File: src/g4mux_pkg.sv
// Constants for the pin 4 output source multiplexer.
// Assumes byte addresses on a 32-bit classic Wishbone bus.
package g4mux_pkg;
	localparam logic [7:0] ADDR_PIN4_CTL = 8'h14;
	localparam logic [7:0] ADDR_RX_EN    = 8'h18;
	localparam logic [7:0] ADDR_TX_MAP   = 8'h1c;
	localparam logic [7:0] ADDR_STATUS   = 8'h20;

	localparam int SEL_HI  = 7;
	localparam int SEL_LO  = 5;
	localparam int SRC_HI  = 4;
	localparam int SRC_LO  = 2;
	localparam int VAL_BIT = 1;
	localparam int EN_BIT  = 0;

	localparam logic [7:0] PIN4_CTL_RST = 8'h00;
	localparam logic [3:0] RX_EN_RST    = 4'hf;
	localparam logic [7:0] TX_MAP_RST   = 8'hff;

	localparam logic [2:0] SRC_DEV  = 3'h4;
	localparam logic [2:0] SRC_RSVD = 3'h5;
	localparam logic [2:0] SRC_TX0  = 3'h6;
	localparam logic [2:0] SRC_TX1  = 3'h7;

	localparam logic [2:0] SEL_RX_LOCK = 3'h4;
	localparam logic [2:0] SEL_RX_PASS = 3'h5;
	localparam logic [2:0] SEL_RX_FV   = 3'h6;
	localparam logic [2:0] SEL_RX_LV   = 3'h7;

	localparam logic [2:0] SEL_DEV_VAL   = 3'h0;
	localparam logic [2:0] SEL_DEV_LOCK  = 3'h1;
	localparam logic [2:0] SEL_DEV_PASS  = 3'h2;
	localparam logic [2:0] SEL_DEV_PASS2 = 3'h3;
	localparam logic [2:0] SEL_DEV_FSYNC = 3'h4;

	localparam logic [2:0] SEL_TX_AND  = 3'h0;
	localparam logic [2:0] SEL_TX_OR   = 3'h1;
	localparam logic [2:0] SEL_TX_FV   = 3'h2;
	localparam logic [2:0] SEL_TX_LV   = 3'h3;
	localparam logic [2:0] SEL_TX_SYNC = 3'h4;
	localparam logic [2:0] SEL_TX_IRQ  = 3'h5;

	// AND over the ports picked by a mask; an empty mask gives low.
	function automatic logic masked_and(input logic [3:0] v, input logic [3:0] m);
		return (|m) & (&(v | ~m));
	endfunction

	function automatic logic masked_or(input logic [3:0] v, input logic [3:0] m);
		return |(v & m);
	endfunction
endpackage

File: src/g4mux_bus_if.sv
// Internal register access strobes between the bus slave and the register file.
// Assumes both ends run on the same clock.
`timescale 1ns/10ps
interface g4mux_bus_if;
	logic        wr;
	logic [7:0]  addr;
	logic [7:0]  wdat;
	logic [31:0] rdat;
	modport slave (output wr, output addr, output wdat, input rdat);
	modport regs  (input wr, input addr, input wdat, output rdat);
endinterface

File: src/g4mux_wb.sv
// Classic Wishbone slave front end, one wait state per access.
// Assumes a master that holds its request until it samples ack.
`timescale 1ns/10ps
module g4mux_wb
	import g4mux_pkg::*;
(
	input  wire logic        clk_i, // System clock.
	input  wire logic        rst_i, // Synchronous reset.
	input  wire logic        cyc_i, // Bus cycle.
	input  wire logic        stb_i, // Strobe.
	input  wire logic        we_i,  // Write enable.
	input  wire logic [7:0]  adr_i, // Byte address.
	input  wire logic [3:0]  sel_i, // Byte lanes.
	input  wire logic [31:0] dat_i, // Write data.
	output logic      [31:0] dat_o, // Read data.
	output logic             ack_o, // Acknowledge.
	g4mux_bus_if.slave       bus    // Register strobes.
);
	// Ack comes one cycle after the request and drops the cycle after.
	always_ff @(posedge clk_i) begin
		if (rst_i) begin
			ack_o <= 1'b0;
		end else begin
			ack_o <= cyc_i & stb_i & ~ack_o;
		end
	end

	always_ff @(posedge clk_i) begin
		if (rst_i) begin
			dat_o <= 32'h0000_0000;
		end else if (cyc_i & stb_i & ~ack_o) begin
			dat_o <= bus.rdat;
		end
	end

	// The write lands on the edge at which the master samples ack.
	assign bus.wr   = cyc_i & stb_i & we_i & ack_o & sel_i[0];
	assign bus.addr = {adr_i[7:2], 2'b00};
	assign bus.wdat = dat_i[7:0];
endmodule // g4mux_wb

File: src/g4mux_reduce.sv
// Combines per-port lock and pass indications into device and transmit summaries.
// Assumes all inputs come from logic on the same clock.
`timescale 1ns/10ps
module g4mux_reduce
	import g4mux_pkg::*;
(
	input  wire logic [3:0] lock_i,     // Receive port lock.
	input  wire logic [3:0] pass_i,     // Receive port pass.
	input  wire logic [3:0] rx_en_i,    // Enabled receive ports.
	input  wire logic [7:0] tx_map_i,   // Ports mapped to each transmitter.
	output logic            lock_or_o,  // OR of enabled locks.
	output logic            pass_and_o, // AND of enabled passes.
	output logic [1:0]      tx_and_o,   // AND of mapped passes.
	output logic [1:0]      tx_or_o     // OR of mapped passes.
);
	assign lock_or_o  = masked_or(lock_i, rx_en_i);
	assign pass_and_o = masked_and(pass_i, rx_en_i);
	assign tx_and_o   = {masked_and(pass_i, tx_map_i[7:4]),
	                     masked_and(pass_i, tx_map_i[3:0])};
	assign tx_or_o    = {masked_or(pass_i, tx_map_i[7:4]),
	                     masked_or(pass_i, tx_map_i[3:0])};
endmodule // g4mux_reduce

File: src/g4mux_top.sv
// Output control for general-purpose pin 4: source group and signal select,
// software level and drive enable, reached over classic Wishbone.
// Assumes receive and transmit status inputs are on clk_i already.
`timescale 1ns/10ps

// Summary of operation
// Source field picks receive port 0-3, device status, or transmitter 0/1.
// Source code 101 is reserved; software should not program it.
// Receive port selects 000-011 output that port's received remote GPIO 0-3.
// Receive port select 100 outputs lock, 101 outputs pass.
// Receive port select 110 outputs frame valid, 111 line valid.
// Device status select 000 outputs the software level bit.
// Device status select 001 outputs OR of enabled ports' lock.
// Device status selects 010 and 011 output AND of enabled ports' pass.
// Device status select 100 outputs frame sync; 101-111 reserved.
// Transmitter select 000 outputs AND, 001 OR, of mapped ports' pass.
// Transmitter select 010 outputs frame sending, 011 line sending.
// Transmitter select 100 outputs synchronized, 101 interrupt; 110-111 reserved.
// Bit 1 holds the level driven when the software level is chosen.
// Bit 0 enables the pin driver; 0 leaves the output disabled.
// Select at bits 7:5, source at 4:2, read/write, reset to zero.
// Reserved or unlisted combinations drive the pin low.
module g4mux_top
	import g4mux_pkg::*;
(
	input  wire logic        clk_i,        // System clock, 10 MHz.
	input  wire logic        rst_i,        // Synchronous reset, active high.
	input  wire logic        cyc_i,        // Wishbone cycle.
	input  wire logic        stb_i,        // Wishbone strobe.
	input  wire logic        we_i,         // Wishbone write enable.
	input  wire logic [7:0]  adr_i,        // Wishbone byte address.
	input  wire logic [3:0]  sel_i,        // Wishbone byte lanes.
	input  wire logic [31:0] dat_i,        // Wishbone write data.
	output logic      [31:0] dat_o,        // Wishbone read data.
	output logic             ack_o,        // Wishbone acknowledge.
	input  wire logic [15:0] rx_gpio_i,    // Remote GPIO, port*4+bit.
	input  wire logic [3:0]  rx_lock_i,    // Receive port lock.
	input  wire logic [3:0]  rx_pass_i,    // Receive port pass.
	input  wire logic [3:0]  rx_fv_i,      // Receive port frame valid.
	input  wire logic [3:0]  rx_lv_i,      // Receive port line valid.
	input  wire logic        frame_sync_pulse_i, // Internal frame sync.
	input  wire logic [1:0]  tx_fv_i,      // Transmitter sending frame.
	input  wire logic [1:0]  tx_lv_i,      // Transmitter sending line.
	input  wire logic [1:0]  tx_sync_i,    // Multi-port data synchronized.
	input  wire logic [1:0]  tx_irq_i,     // Transmitter interrupt.
	output logic             pin4_o,       // Pin output level.
	output logic             pin4_oe_o     // Pin output enable.
);
	logic [7:0] pin4_output_control;
	logic [3:0] rx_enable;
	logic [7:0] tx_port_map;
	logic [2:0] pin4_signal_select;
	logic [2:0] pin4_source_group;
	logic       pin4_software_level;
	logic       pin4_drive_enable;
	logic       next_level;
	logic       next_reserved;
	logic       cfg_reserved;
	logic       sel_level;
	logic       dev_lock_or;
	logic       dev_pass_and;
	logic [1:0] tx_pass_and;
	logic [1:0] tx_pass_or;
	logic [1:0] rx_idx;
	logic       tx_idx;
	logic [31:0] next_rdat;

	g4mux_bus_if bus ();

	g4mux_wb u_wb (
		.clk_i (clk_i),
		.rst_i (rst_i),
		.cyc_i (cyc_i),
		.stb_i (stb_i),
		.we_i  (we_i),
		.adr_i (adr_i),
		.sel_i (sel_i),
		.dat_i (dat_i),
		.dat_o (dat_o),
		.ack_o (ack_o),
		.bus   (bus.slave)
	);

	g4mux_reduce u_reduce (
		.lock_i     (rx_lock_i),
		.pass_i     (rx_pass_i),
		.rx_en_i    (rx_enable),
		.tx_map_i   (tx_port_map),
		.lock_or_o  (dev_lock_or),
		.pass_and_o (dev_pass_and),
		.tx_and_o   (tx_pass_and),
		.tx_or_o    (tx_pass_or)
	);

	// Control register fields.
	assign pin4_signal_select  = pin4_output_control[SEL_HI:SEL_LO];
	assign pin4_source_group   = pin4_output_control[SRC_HI:SRC_LO];
	assign pin4_software_level = pin4_output_control[VAL_BIT];
	assign pin4_drive_enable   = pin4_output_control[EN_BIT];

	always_ff @(posedge clk_i) begin
		if (rst_i) begin
			pin4_output_control <= PIN4_CTL_RST;
		end else if (bus.wr && bus.addr == ADDR_PIN4_CTL) begin
			pin4_output_control <= bus.wdat;
		end
	end

	always_ff @(posedge clk_i) begin
		if (rst_i) begin
			rx_enable <= RX_EN_RST;
		end else if (bus.wr && bus.addr == ADDR_RX_EN) begin
			rx_enable <= bus.wdat[3:0];
		end
	end

	always_ff @(posedge clk_i) begin
		if (rst_i) begin
			tx_port_map <= TX_MAP_RST;
		end else if (bus.wr && bus.addr == ADDR_TX_MAP) begin
			tx_port_map <= bus.wdat;
		end
	end

	// Signal selection within the chosen source group.
	assign rx_idx = pin4_source_group[1:0];
	assign tx_idx = pin4_source_group[0];

	always_comb begin
		next_level    = 1'b0;
		next_reserved = 1'b0;
		if (!pin4_source_group[2]) begin
			case (pin4_signal_select)
				SEL_RX_LOCK: next_level = rx_lock_i[rx_idx];
				SEL_RX_PASS: next_level = rx_pass_i[rx_idx];
				SEL_RX_FV:   next_level = rx_fv_i[rx_idx];
				SEL_RX_LV:   next_level = rx_lv_i[rx_idx];
				default:     next_level = rx_gpio_i[{rx_idx, pin4_signal_select[1:0]}];
			endcase
		end else begin
			case (pin4_source_group)
				SRC_DEV: begin
					case (pin4_signal_select)
						SEL_DEV_VAL:   next_level = pin4_software_level;
						SEL_DEV_LOCK:  next_level = dev_lock_or;
						SEL_DEV_PASS:  next_level = dev_pass_and;
						SEL_DEV_PASS2: next_level = dev_pass_and;
						SEL_DEV_FSYNC: next_level = frame_sync_pulse_i;
						default:       next_reserved = 1'b1;
					endcase
				end
				SRC_TX0, SRC_TX1: begin
					case (pin4_signal_select)
						SEL_TX_AND:  next_level = tx_pass_and[tx_idx];
						SEL_TX_OR:   next_level = tx_pass_or[tx_idx];
						SEL_TX_FV:   next_level = tx_fv_i[tx_idx];
						SEL_TX_LV:   next_level = tx_lv_i[tx_idx];
						SEL_TX_SYNC: next_level = tx_sync_i[tx_idx];
						SEL_TX_IRQ:  next_level = tx_irq_i[tx_idx];
						default:     next_reserved = 1'b1;
					endcase
				end
				default: next_reserved = 1'b1;
			endcase
		end
	end

	// Pin driver: level and enable both registered, one cycle behind.
	always_ff @(posedge clk_i) begin
		if (rst_i) begin
			pin4_o    <= 1'b0;
			pin4_oe_o <= 1'b0;
		end else begin
			pin4_o    <= pin4_drive_enable & next_level;
			pin4_oe_o <= pin4_drive_enable;
		end
	end

	always_ff @(posedge clk_i) begin
		if (rst_i) begin
			sel_level    <= 1'b0;
			cfg_reserved <= 1'b0;
		end else begin
			sel_level    <= next_level;
			cfg_reserved <= next_reserved;
		end
	end

	// Read data; unmapped addresses read zero.
	always_comb begin
		next_rdat = 32'h0000_0000;
		case (bus.addr)
			ADDR_PIN4_CTL: next_rdat[7:0] = pin4_output_control;
			ADDR_RX_EN:    next_rdat[3:0] = rx_enable;
			ADDR_TX_MAP:   next_rdat[7:0] = tx_port_map;
			ADDR_STATUS:   next_rdat[2:0] = {cfg_reserved, pin4_oe_o, sel_level};
			default:       next_rdat = 32'h0000_0000;
		endcase
	end

	assign bus.rdat = next_rdat;
endmodule // g4mux_top

File: config.mk
export PLATFORM = sky130hd
export DESIGN_NAME = g4mux_top
export DESIGN_NICKNAME = d
export VERILOG_FILES = /design/src/g4mux_pkg.sv /design/src/g4mux_bus_if.sv /design/src/g4mux_wb.sv /design/src/g4mux_reduce.sv /design/src/g4mux_top.sv
export SDC_FILE = /design/constraint.sdc
export NUM_CORES = 1
export LEC_CHECK = 0
export ABC_AREA = 1
export BUFFER_PORTS_ARGS = -buffer_cell sky130_fd_sc_hd__buf_2
export CORE_ASPECT_RATIO = 0.8
export CORE_UTILIZATION = 30
export DETAILED_ROUTE_END_ITERATION = 16
export PLACE_DENSITY = 0.51
export SLEW_MARGIN = 20
export SYNTH_ARGS = -nofsm -noshare
export SYNTH_HDL_FRONTEND = slang
export SYNTH_HIERARCHICAL = 1
export SYNTH_SLANG_ARGS = --single-unit
File: constraint.sdc
create_clock -name clk_i -period 5 [get_ports clk_i]
set_clock_uncertainty 0.1 [all_clocks]
set_input_delay 1 -clock clk_i [delete_from_list [all_inputs] [get_ports clk_i]]
set_output_delay 1 -clock clk_i [all_outputs]
set_load 0.05 [all_outputs]
==> impl_metrics.json, run 1 <==
{
  "rsz0062_at_grt": "no",
  "vias": 3386,
  "syn-cell-area_mm2": 0.003322,
  "drv_cap": 0,
  "dp_worst_setup_slack_ns": 2.284,
  "synth-edff-count": 0,
  "post-cts-setup-buffers": 0,
  "synthTopCellsByArea": "dfxtp_1, nand2_1, nor2_1",
  "ys_ff_latch": 57,
  "synth.mux.area_fraction_pct": 0,
  "final_cell_count_no_fill": 791,
  "setup-violations-final": 0,
  "yosys.area_share.simple_pct": 42.22,
  "cts_buffers": 9,
  "cts_tree": "built",
  "critPathMaxFanout": 16,
  "timing.rr.start": "pin4_output_control[2]",
  "synth_xor_area_share_pct": 0,
  "finalWeightedCongestion": 0.8116,
  "holdWs_ns": 0.3827,
  "min_period_ns": 2.417,
  "p_leak_nw": 2.316,
  "ios": 125,
  "ys_seq_area_share_pct": 34.35,
  "critPathRequiredTime_ns": 5.09,
  "vdd_drop_max_mv": 0.1840,
  "hpwlAfterDp_um": 6468,
  "vias_per_cell": 4.281,
  "maxSlewViolCount": 0,
  "fmax_mhz": 413.7,
  "clkTransAtPathRegs_ns": 0.05,
  "r2r_slack_ns": 2.84,
  "cp-end-kind": "register",
  "ant_nets": 0,
  "startpoint_type": "primary input",
  "min_to": "pin4_output_control[0]",
  "drt-initial-drc-count": 207,
  "criticalPathCategory": "in -> reg",
  "ys.flop_type": "dfxtp_1",
  "drive_above_1_share_pct": 19.20,
  "routedWlPerCell_um": 11.17,
  "io_buffers": 95,
  "utilization_pct": 39.20,
  "overflow": 0,
  "worstPathArrival_ns": 2.51,
  "postCtsResizedCells": 0,
  "die_h_um": 96.12,
  "die-area_mm2": 0.01150,
  "synth_compound_area_share_pct": 7.307,
  "holdPathStages": 2,
  "synth_area_leader_cell": "dfxtp_1",
  "diodes": 0,
  "max_slew_margin_pct": 34.66,
  "synthDistinctLibCells": 29,
  "die_w_um": 119.7,
  "core_area_mm2": 0.01049,
  "htreeDepth": 3,
  "drc": 0,
  "grt_util_all_layers_pct": 16.08,
  "async_flop_share_pct": 0,
  "ys_warn_count": 6,
  "finalWorstSetupSlack_ns": 2.583,
  "start_util_pct": 31.68,
  "grt_pass1_vias": 2903,
  "area_growth_pct": 23.77,
  "hold_class": "reg -> reg",
  "syn_inst": 551,
  "hold_viol": 0,
  "grt_pass1_wl_um": 14520,
  "hold_buffers": 0,
  "grt_max_degree": 66,
  "drtPass1Iterations": 4,
  "finalCritPeriodShare_pct": 48.34,
  "reg2reg_depth": 9,
  "rows": 33,
  "clk_latency_ns": 0.32,
  "yosysTopAreaCellShare_pct": 34.35,
  "synth_top_family_by_area": "simple AND/OR/NAND/NOR gates",
  "grt_antenna_before_repair": 0,
  "clock_path_buffers": 2,
  "synth.avg_cell_area_um2": 6.029,
  "cts.sinks": 57,
  "rr_endpoint": "pin4_o",
  "cts-root-buf": "clkbuf_16",
  "final_nets": 736,
  "dp.cells": 775,
  "power.density_mw_per_mm2": 311.2,
  "tightest_slew_ns": 0.9791,
  "wirelength_um": 8837,
  "outcome": "finished clean",
  "fin_tns_setup_ns": 0,
  "synthAdderAreaFrac_pct": 0,
  "hp-start": "pin4_output_control[0]"
}
## critical path, cell delays in order
cell and delay, ns:
buf_2 0.09, nand2_1 0.05, nor2_1 0.35, inv_1 0.13, or2_1 0.48, o21ai_0 0.33
a21oi_1 0.07
## registers in the layout, indices dropped and copies added (netlist names)
signal,flops
u_wb/ack_o,1
sel_level,1
pin4_oe_o,1
pin4_o,1
tx_port_map,8
pin4_output_control,8
u_wb/dat_o,32
rx_enable,4
cfg_reserved,1
## routing by layer
layer  part of all wire (%)  vias to the layer above  GRT usage [%]
met1                     52                     1443          23.51
li1                       -                     1828              -
met4                    1.2                        0          5.938
met2                     40                      106          22.83
met3                    6.2                        9          3.318
met5                      0                        -              0
## worst max-delay path by stage
stage,from,endpoint,slack (ns),cells past startpoint
6_report,cyc_i,pin4_output_control[5],2.58,7
5_1_grt,cyc_i,pin4_output_control[4],2.46,7
4_1_cts,cyc_i,pin4_output_control[5],2.62,7
3_5_place_dp,cyc_i,pin4_output_control[5],2.28,7
3_3_place_gp,cyc_i,pin4_output_control[5],2.29,7
2_1_floorplan,adr_i[5],pin4_output_control[7],2.65,10
## Yosys cell counts, types with 5 or more instances
| cell type | number |
|---|---|
| nor2_1 | 91 |
| buf_2 | 7 |
| nand4_1 | 5 |
| nand2_1 | 207 |
| buf_4 | 20 |
| dfxtp_1 | 57 |
| a21oi_1 | 17 |
| buf_6 | 5 |
| inv_2 | 5 |
| inv_1 | 64 |
| o21ai_0 | 11 |
| nand3_1 | 30 |
## per-stage QoR
| stage | power [mW] | area [um2] |
|---|---|---|
| floorplan | 0.6371 | 3412 |
| global placement | 0.6792 | 3814 |
| detailed placement | 0.6820 | 3814 |
| CTS | 1.297 | 4111 |
| global route | 1.345 | 4111 |
| finish | 1.280 | 4111 |
## power by group
group / switching (mW) / leakage, nW / total [mW] / internal (mW)
clock network: 0.211 / 0.142 / 0.608 / 0.397
logic: 0.135 / 1.71 / 0.190 / 0.0553
registers: 0.00836 / 0.466 / 0.482 / 0.473
## area by class of cell
class                   count  area (um2)
clock buffers              11       242.7
clock inverters             5       55.05
fillers                  1145        6376
inverters                  71       271.5
multi-input cells         411        1743
flip-flops and latches     57        1141
well taps                 140       175.2
repair buffers             96       483.0
## layout by cell type, fill, tap and decap left out, drive strengths merged
cell type,instances
nor4,3
nor2,93
bufinv,1
o21a,1
o211a,1
clkinv,4
o2111ai,3
o21ai,16
conb,26
o211ai,4
nand4,6
nand3,32
clkinvlp,2
clkbuf,11
a21oi,17
nand2,207
or2,2
dfxtp,57
buf,96
inv,69
## cell families (layout without fill, tap and decap cells)
group | after synthesis | after routing
flops | 57 | 57
compound gates | 42 | 42
simple gates | 343 | 343
other cells | 2 | 26
buf+inv | 107 | 183
(Power assumes the default switching activity.)
==> run 2, diff against run 1 <==
--- a/config.mk
+++ b/config.mk
@@ -5,7 +5,7 @@
 export SDC_FILE = /design/constraint.sdc
 export NUM_CORES = 1
 export LEC_CHECK = 0
-export ABC_AREA = 1
+export ABC_AREA = 0
 export BUFFER_PORTS_ARGS = -buffer_cell sky130_fd_sc_hd__buf_2
 export CORE_ASPECT_RATIO = 0.8
 export CORE_UTILIZATION = 30
==> constraint.sdc (replaced) <==
create_clock -name clk_i -period 2.4 [get_ports clk_i]
set_clock_uncertainty 0.1 [all_clocks]
set_input_delay 0.48 -clock clk_i [delete_from_list [all_inputs] [get_ports clk_i]]
set_output_delay 0.48 -clock clk_i [all_outputs]
set_load 0.05 [all_outputs]
==> run 2 against run 1 <==
Via count is 16% lower; clock power is 110% higher; critical path depth is 2 higher; non-clock buffer count is 24 higher; clock-buffer cell count is 1 lower; sequential cell count stayed put; critical endpoint is now sel_level; largest cell class unchanged; highest routed layer unchanged.
==> impl_metrics.json, run 2 <==
{
  "die_h_um": 96.37,
  "fmax_mhz": 441.2,
  "drt-initial-drc-count": 225,
  "start_util_pct": 30.78,
  "yosysTopAreaCellShare_pct": 34.17,
  "outcome": "finished clean",
  "cts_buffers": 9,
  "rows": 34,
  "synth.avg_cell_area_um2": 9.736,
  "most-common-layout-cells": "buf_2, nand2b_1, dfxtp_1, mux2i_1, conb_1",
  "vias": 2856,
  "setup-violations-final": 0,
  "fin_tns_setup_ns": 0,
  "area_growth_pct": 28.77,
  "die-area_mm2": 0.01156,
  "ys_ff_latch": 57,
  "synth-edff-count": 0,
  "routedWlPerCell_um": 14.11,
  "critPathMaxFanout": 2,
  "diodes": 0,
  "core_area_mm2": 0.01085,
  "grt_pass1_vias": 2691,
  "drive_above_1_share_pct": 36.56,
  "cts-root-buf": "clkbuf_16",
  "min_to": "u_wb/ack_o",
  "final_nets": 550,
  "grt_antenna_before_repair": 0,
  "holdPathStages": 3,
  "ios": 125,
  "ys_warn_count": 6,
  "drc": 0,
  "clkTransAtPathRegs_ns": 0.05,
  "utilization_pct": 39.64,
  "regMostFlops": "u_wb/dat_o",
  "cp-end-kind": "register",
  "min_period_ns": 2.267,
  "final_common_cell": "buf_2",
  "clock_path_buffers": 2,
  "cts.sinks": 57,
  "vdd_drop_max_mv": 0.2604,
  "ant_nets": 0,
  "drtPass1Iterations": 4,
  "power.density_mw_per_mm2": 591.7,
  "p_leak_nw": 1.860,
  "worstPathArrival_ns": 2.37,
  "finalWeightedCongestion": 0.8213,
  "synthTopCellsByArea": "dfxtp_1, nand2b_1, mux2i_1",
  "synth.most_common_cell": "nand2b_1",
  "syn-cell-area_mm2": 0.003339,
  "synth_area_leader_cell": "dfxtp_1",
  "ys.flop_type": "dfxtp_1",
  "startpoint_type": "register",
  "rsz0062_at_grt": "no",
  "critPathRequiredTime_ns": 2.50,
  "overflow": 0,
  "htreeDepth": 3,
  "io_buffers": 95,
  "grt_max_degree": 89,
  "hpwlAfterDp_um": 6343,
  "r2r_slack_ns": 0.13,
  "largest_reg_flops": 32,
  "hold_class": "in -> reg",
  "synthTopCellsByCount": "nand2b_1, dfxtp_1, mux2i_1, nand2_1, buf_4",
  "hold_viol": 0,
  "maxSlewViolCount": 0,
  "reg2reg_depth": 9,
  "synthDistinctLibCells": 42,
  "top_regs": "u_wb/dat_o: 32 flops, pin4_output_control: 8 flops, tx_port_map: 8 flops",
  "cts_tree": "built",
  "grt_util_all_layers_pct": 15.54,
  "ys_seq_area_share_pct": 34.17,
  "wirelength_um": 8591,
  "drv_cap": 0,
  "clk_latency_ns": 0.33,
  "place_area_mm2": 0.003996,
  "criticalPathCategory": "reg -> reg",
  "die_w_um": 120.0,
  "grt_pass1_wl_um": 13700,
  "finalCritPeriodShare_pct": 94.45,
  "hold_buffers": 0,
  "syn_inst": 343,
  "rr_endpoint": "sel_level",
  "hp-start": "stb_i",
  "vias_per_cell": 4.690,
  "async_flop_share_pct": 0,
  "timing.rr.start": "tx_port_map[0]",
  "final_area_mm2": 0.004300
}
==> run 2: changes by cell type in the layout (fill, tap and decap cells not counted), sizes merged, moves of 19 or more <==
cell | before | now
nor2 | 93 | 6
nand3 | 32 | 13
inv | 69 | 8
nand2 | 207 | 26
nand2b | 0 | 64
buf | 96 | 120
mux2i | 0 | 38
==> run 2: worst max path at each step <==
| stage | from | endpoint | slack (ns) |
|---|---|---|---|
| floorplan | adr_i[7] | tx_port_map[0] | 0.19 |
| finish | tx_port_map[0] | sel_level | 0.13 |
| detailed placement | rx_pass_i[1] | sel_level | 0.009 |
| CTS | pin4_output_control[2] | sel_level | 0.08 |
| global placement | rx_pass_i[1] | sel_level | 0.06 |
| global route | tx_port_map[0] | sel_level | 0.01 |
==> run 2: repair_timing <==
action | CTS | global route
setup buffers | 0 | 0
endpoints found under the setup margin | 0 | 2
gates resized for setup | 0 | 2
endpoints found under the hold margin | 0 | 0
==> run 2: kinds of logic after synthesis <==
family / after synthesis / synth area share [%]
and+or+nand+nor: 145 / 26.75
DFF: 57 / 34.17
muxes: 49 / 18.81
buffers and inverters: 46 / 9.592
AOI/OAI and AO/OA: 44 / 10.45
other: 2 / 0.2249
==> run 2: metal layers <==
metal | up-vias | wire length (um) | global-route usage [%]
met3 | 17 | 599 | 4.028
met4 | 0 | 151 | 7.917
met5 | - | 0 | 0
met1 | 1306 | 4092 | 20.34
li1 | 1413 | - | -
met2 | 120 | 3747 | 23.61
==> run 2: critical path, stage by stage, from the launching register on <==
cell and delay [ns]:
dfxtp_1 0.31, nor4_1 0.31, a221o_1 0.18, a221oi_2 0.04, mux4_2 0.48, mux2i_1 0.13
o21ai_0 0.10, a221oi_2 0.28, buf_4 0.17, nor2_1 0.04
==> run 2: cell type report <==
| cell class | instances | area [um2] |
|---|---|---|
| sequential | 57 | 1142 |
| multi-input combinational | 264 | 1976 |
| timing repair buffer | 120 | 675.6 |
| inverter | 8 | 30.03 |
| fill | 1101 | 6548 |
| clock inverter | 6 | 57.56 |
| clock buffer | 10 | 239.0 |
| tap | 144 | 180.2 |
==> run 2: per-stage QoR <==
stage / setup WS, ns / hold slack [ns] / instances / total power [mW]
final: 0.1333 / 0.3132 / 609 / 2.545
after global routing: 0.009521 / 0.3191 / 609 / 2.657
after CTS: 0.08482 / 0.2955 / 609 / 2.588
after detailed placement: 0.008819 / 0.3574 / 593 / 1.309
after global placement: 0.06282 / 0.3434 / 593 / 1.302
after floorplan: 0.1922 / 0.3444 / 367 / 1.235
==> run 2: power breakdown <==
part | switching (mW) | leakage, nW | internal [mW] | total (mW)
clock network | 0.433 | 0.148 | 0.822 | 1.25
registers | 0.0107 | 0.463 | 0.970 | 0.981
logic | 0.182 | 1.25 | 0.126 | 0.309
total | 0.626 | 1.86 | 1.92 | 2.54
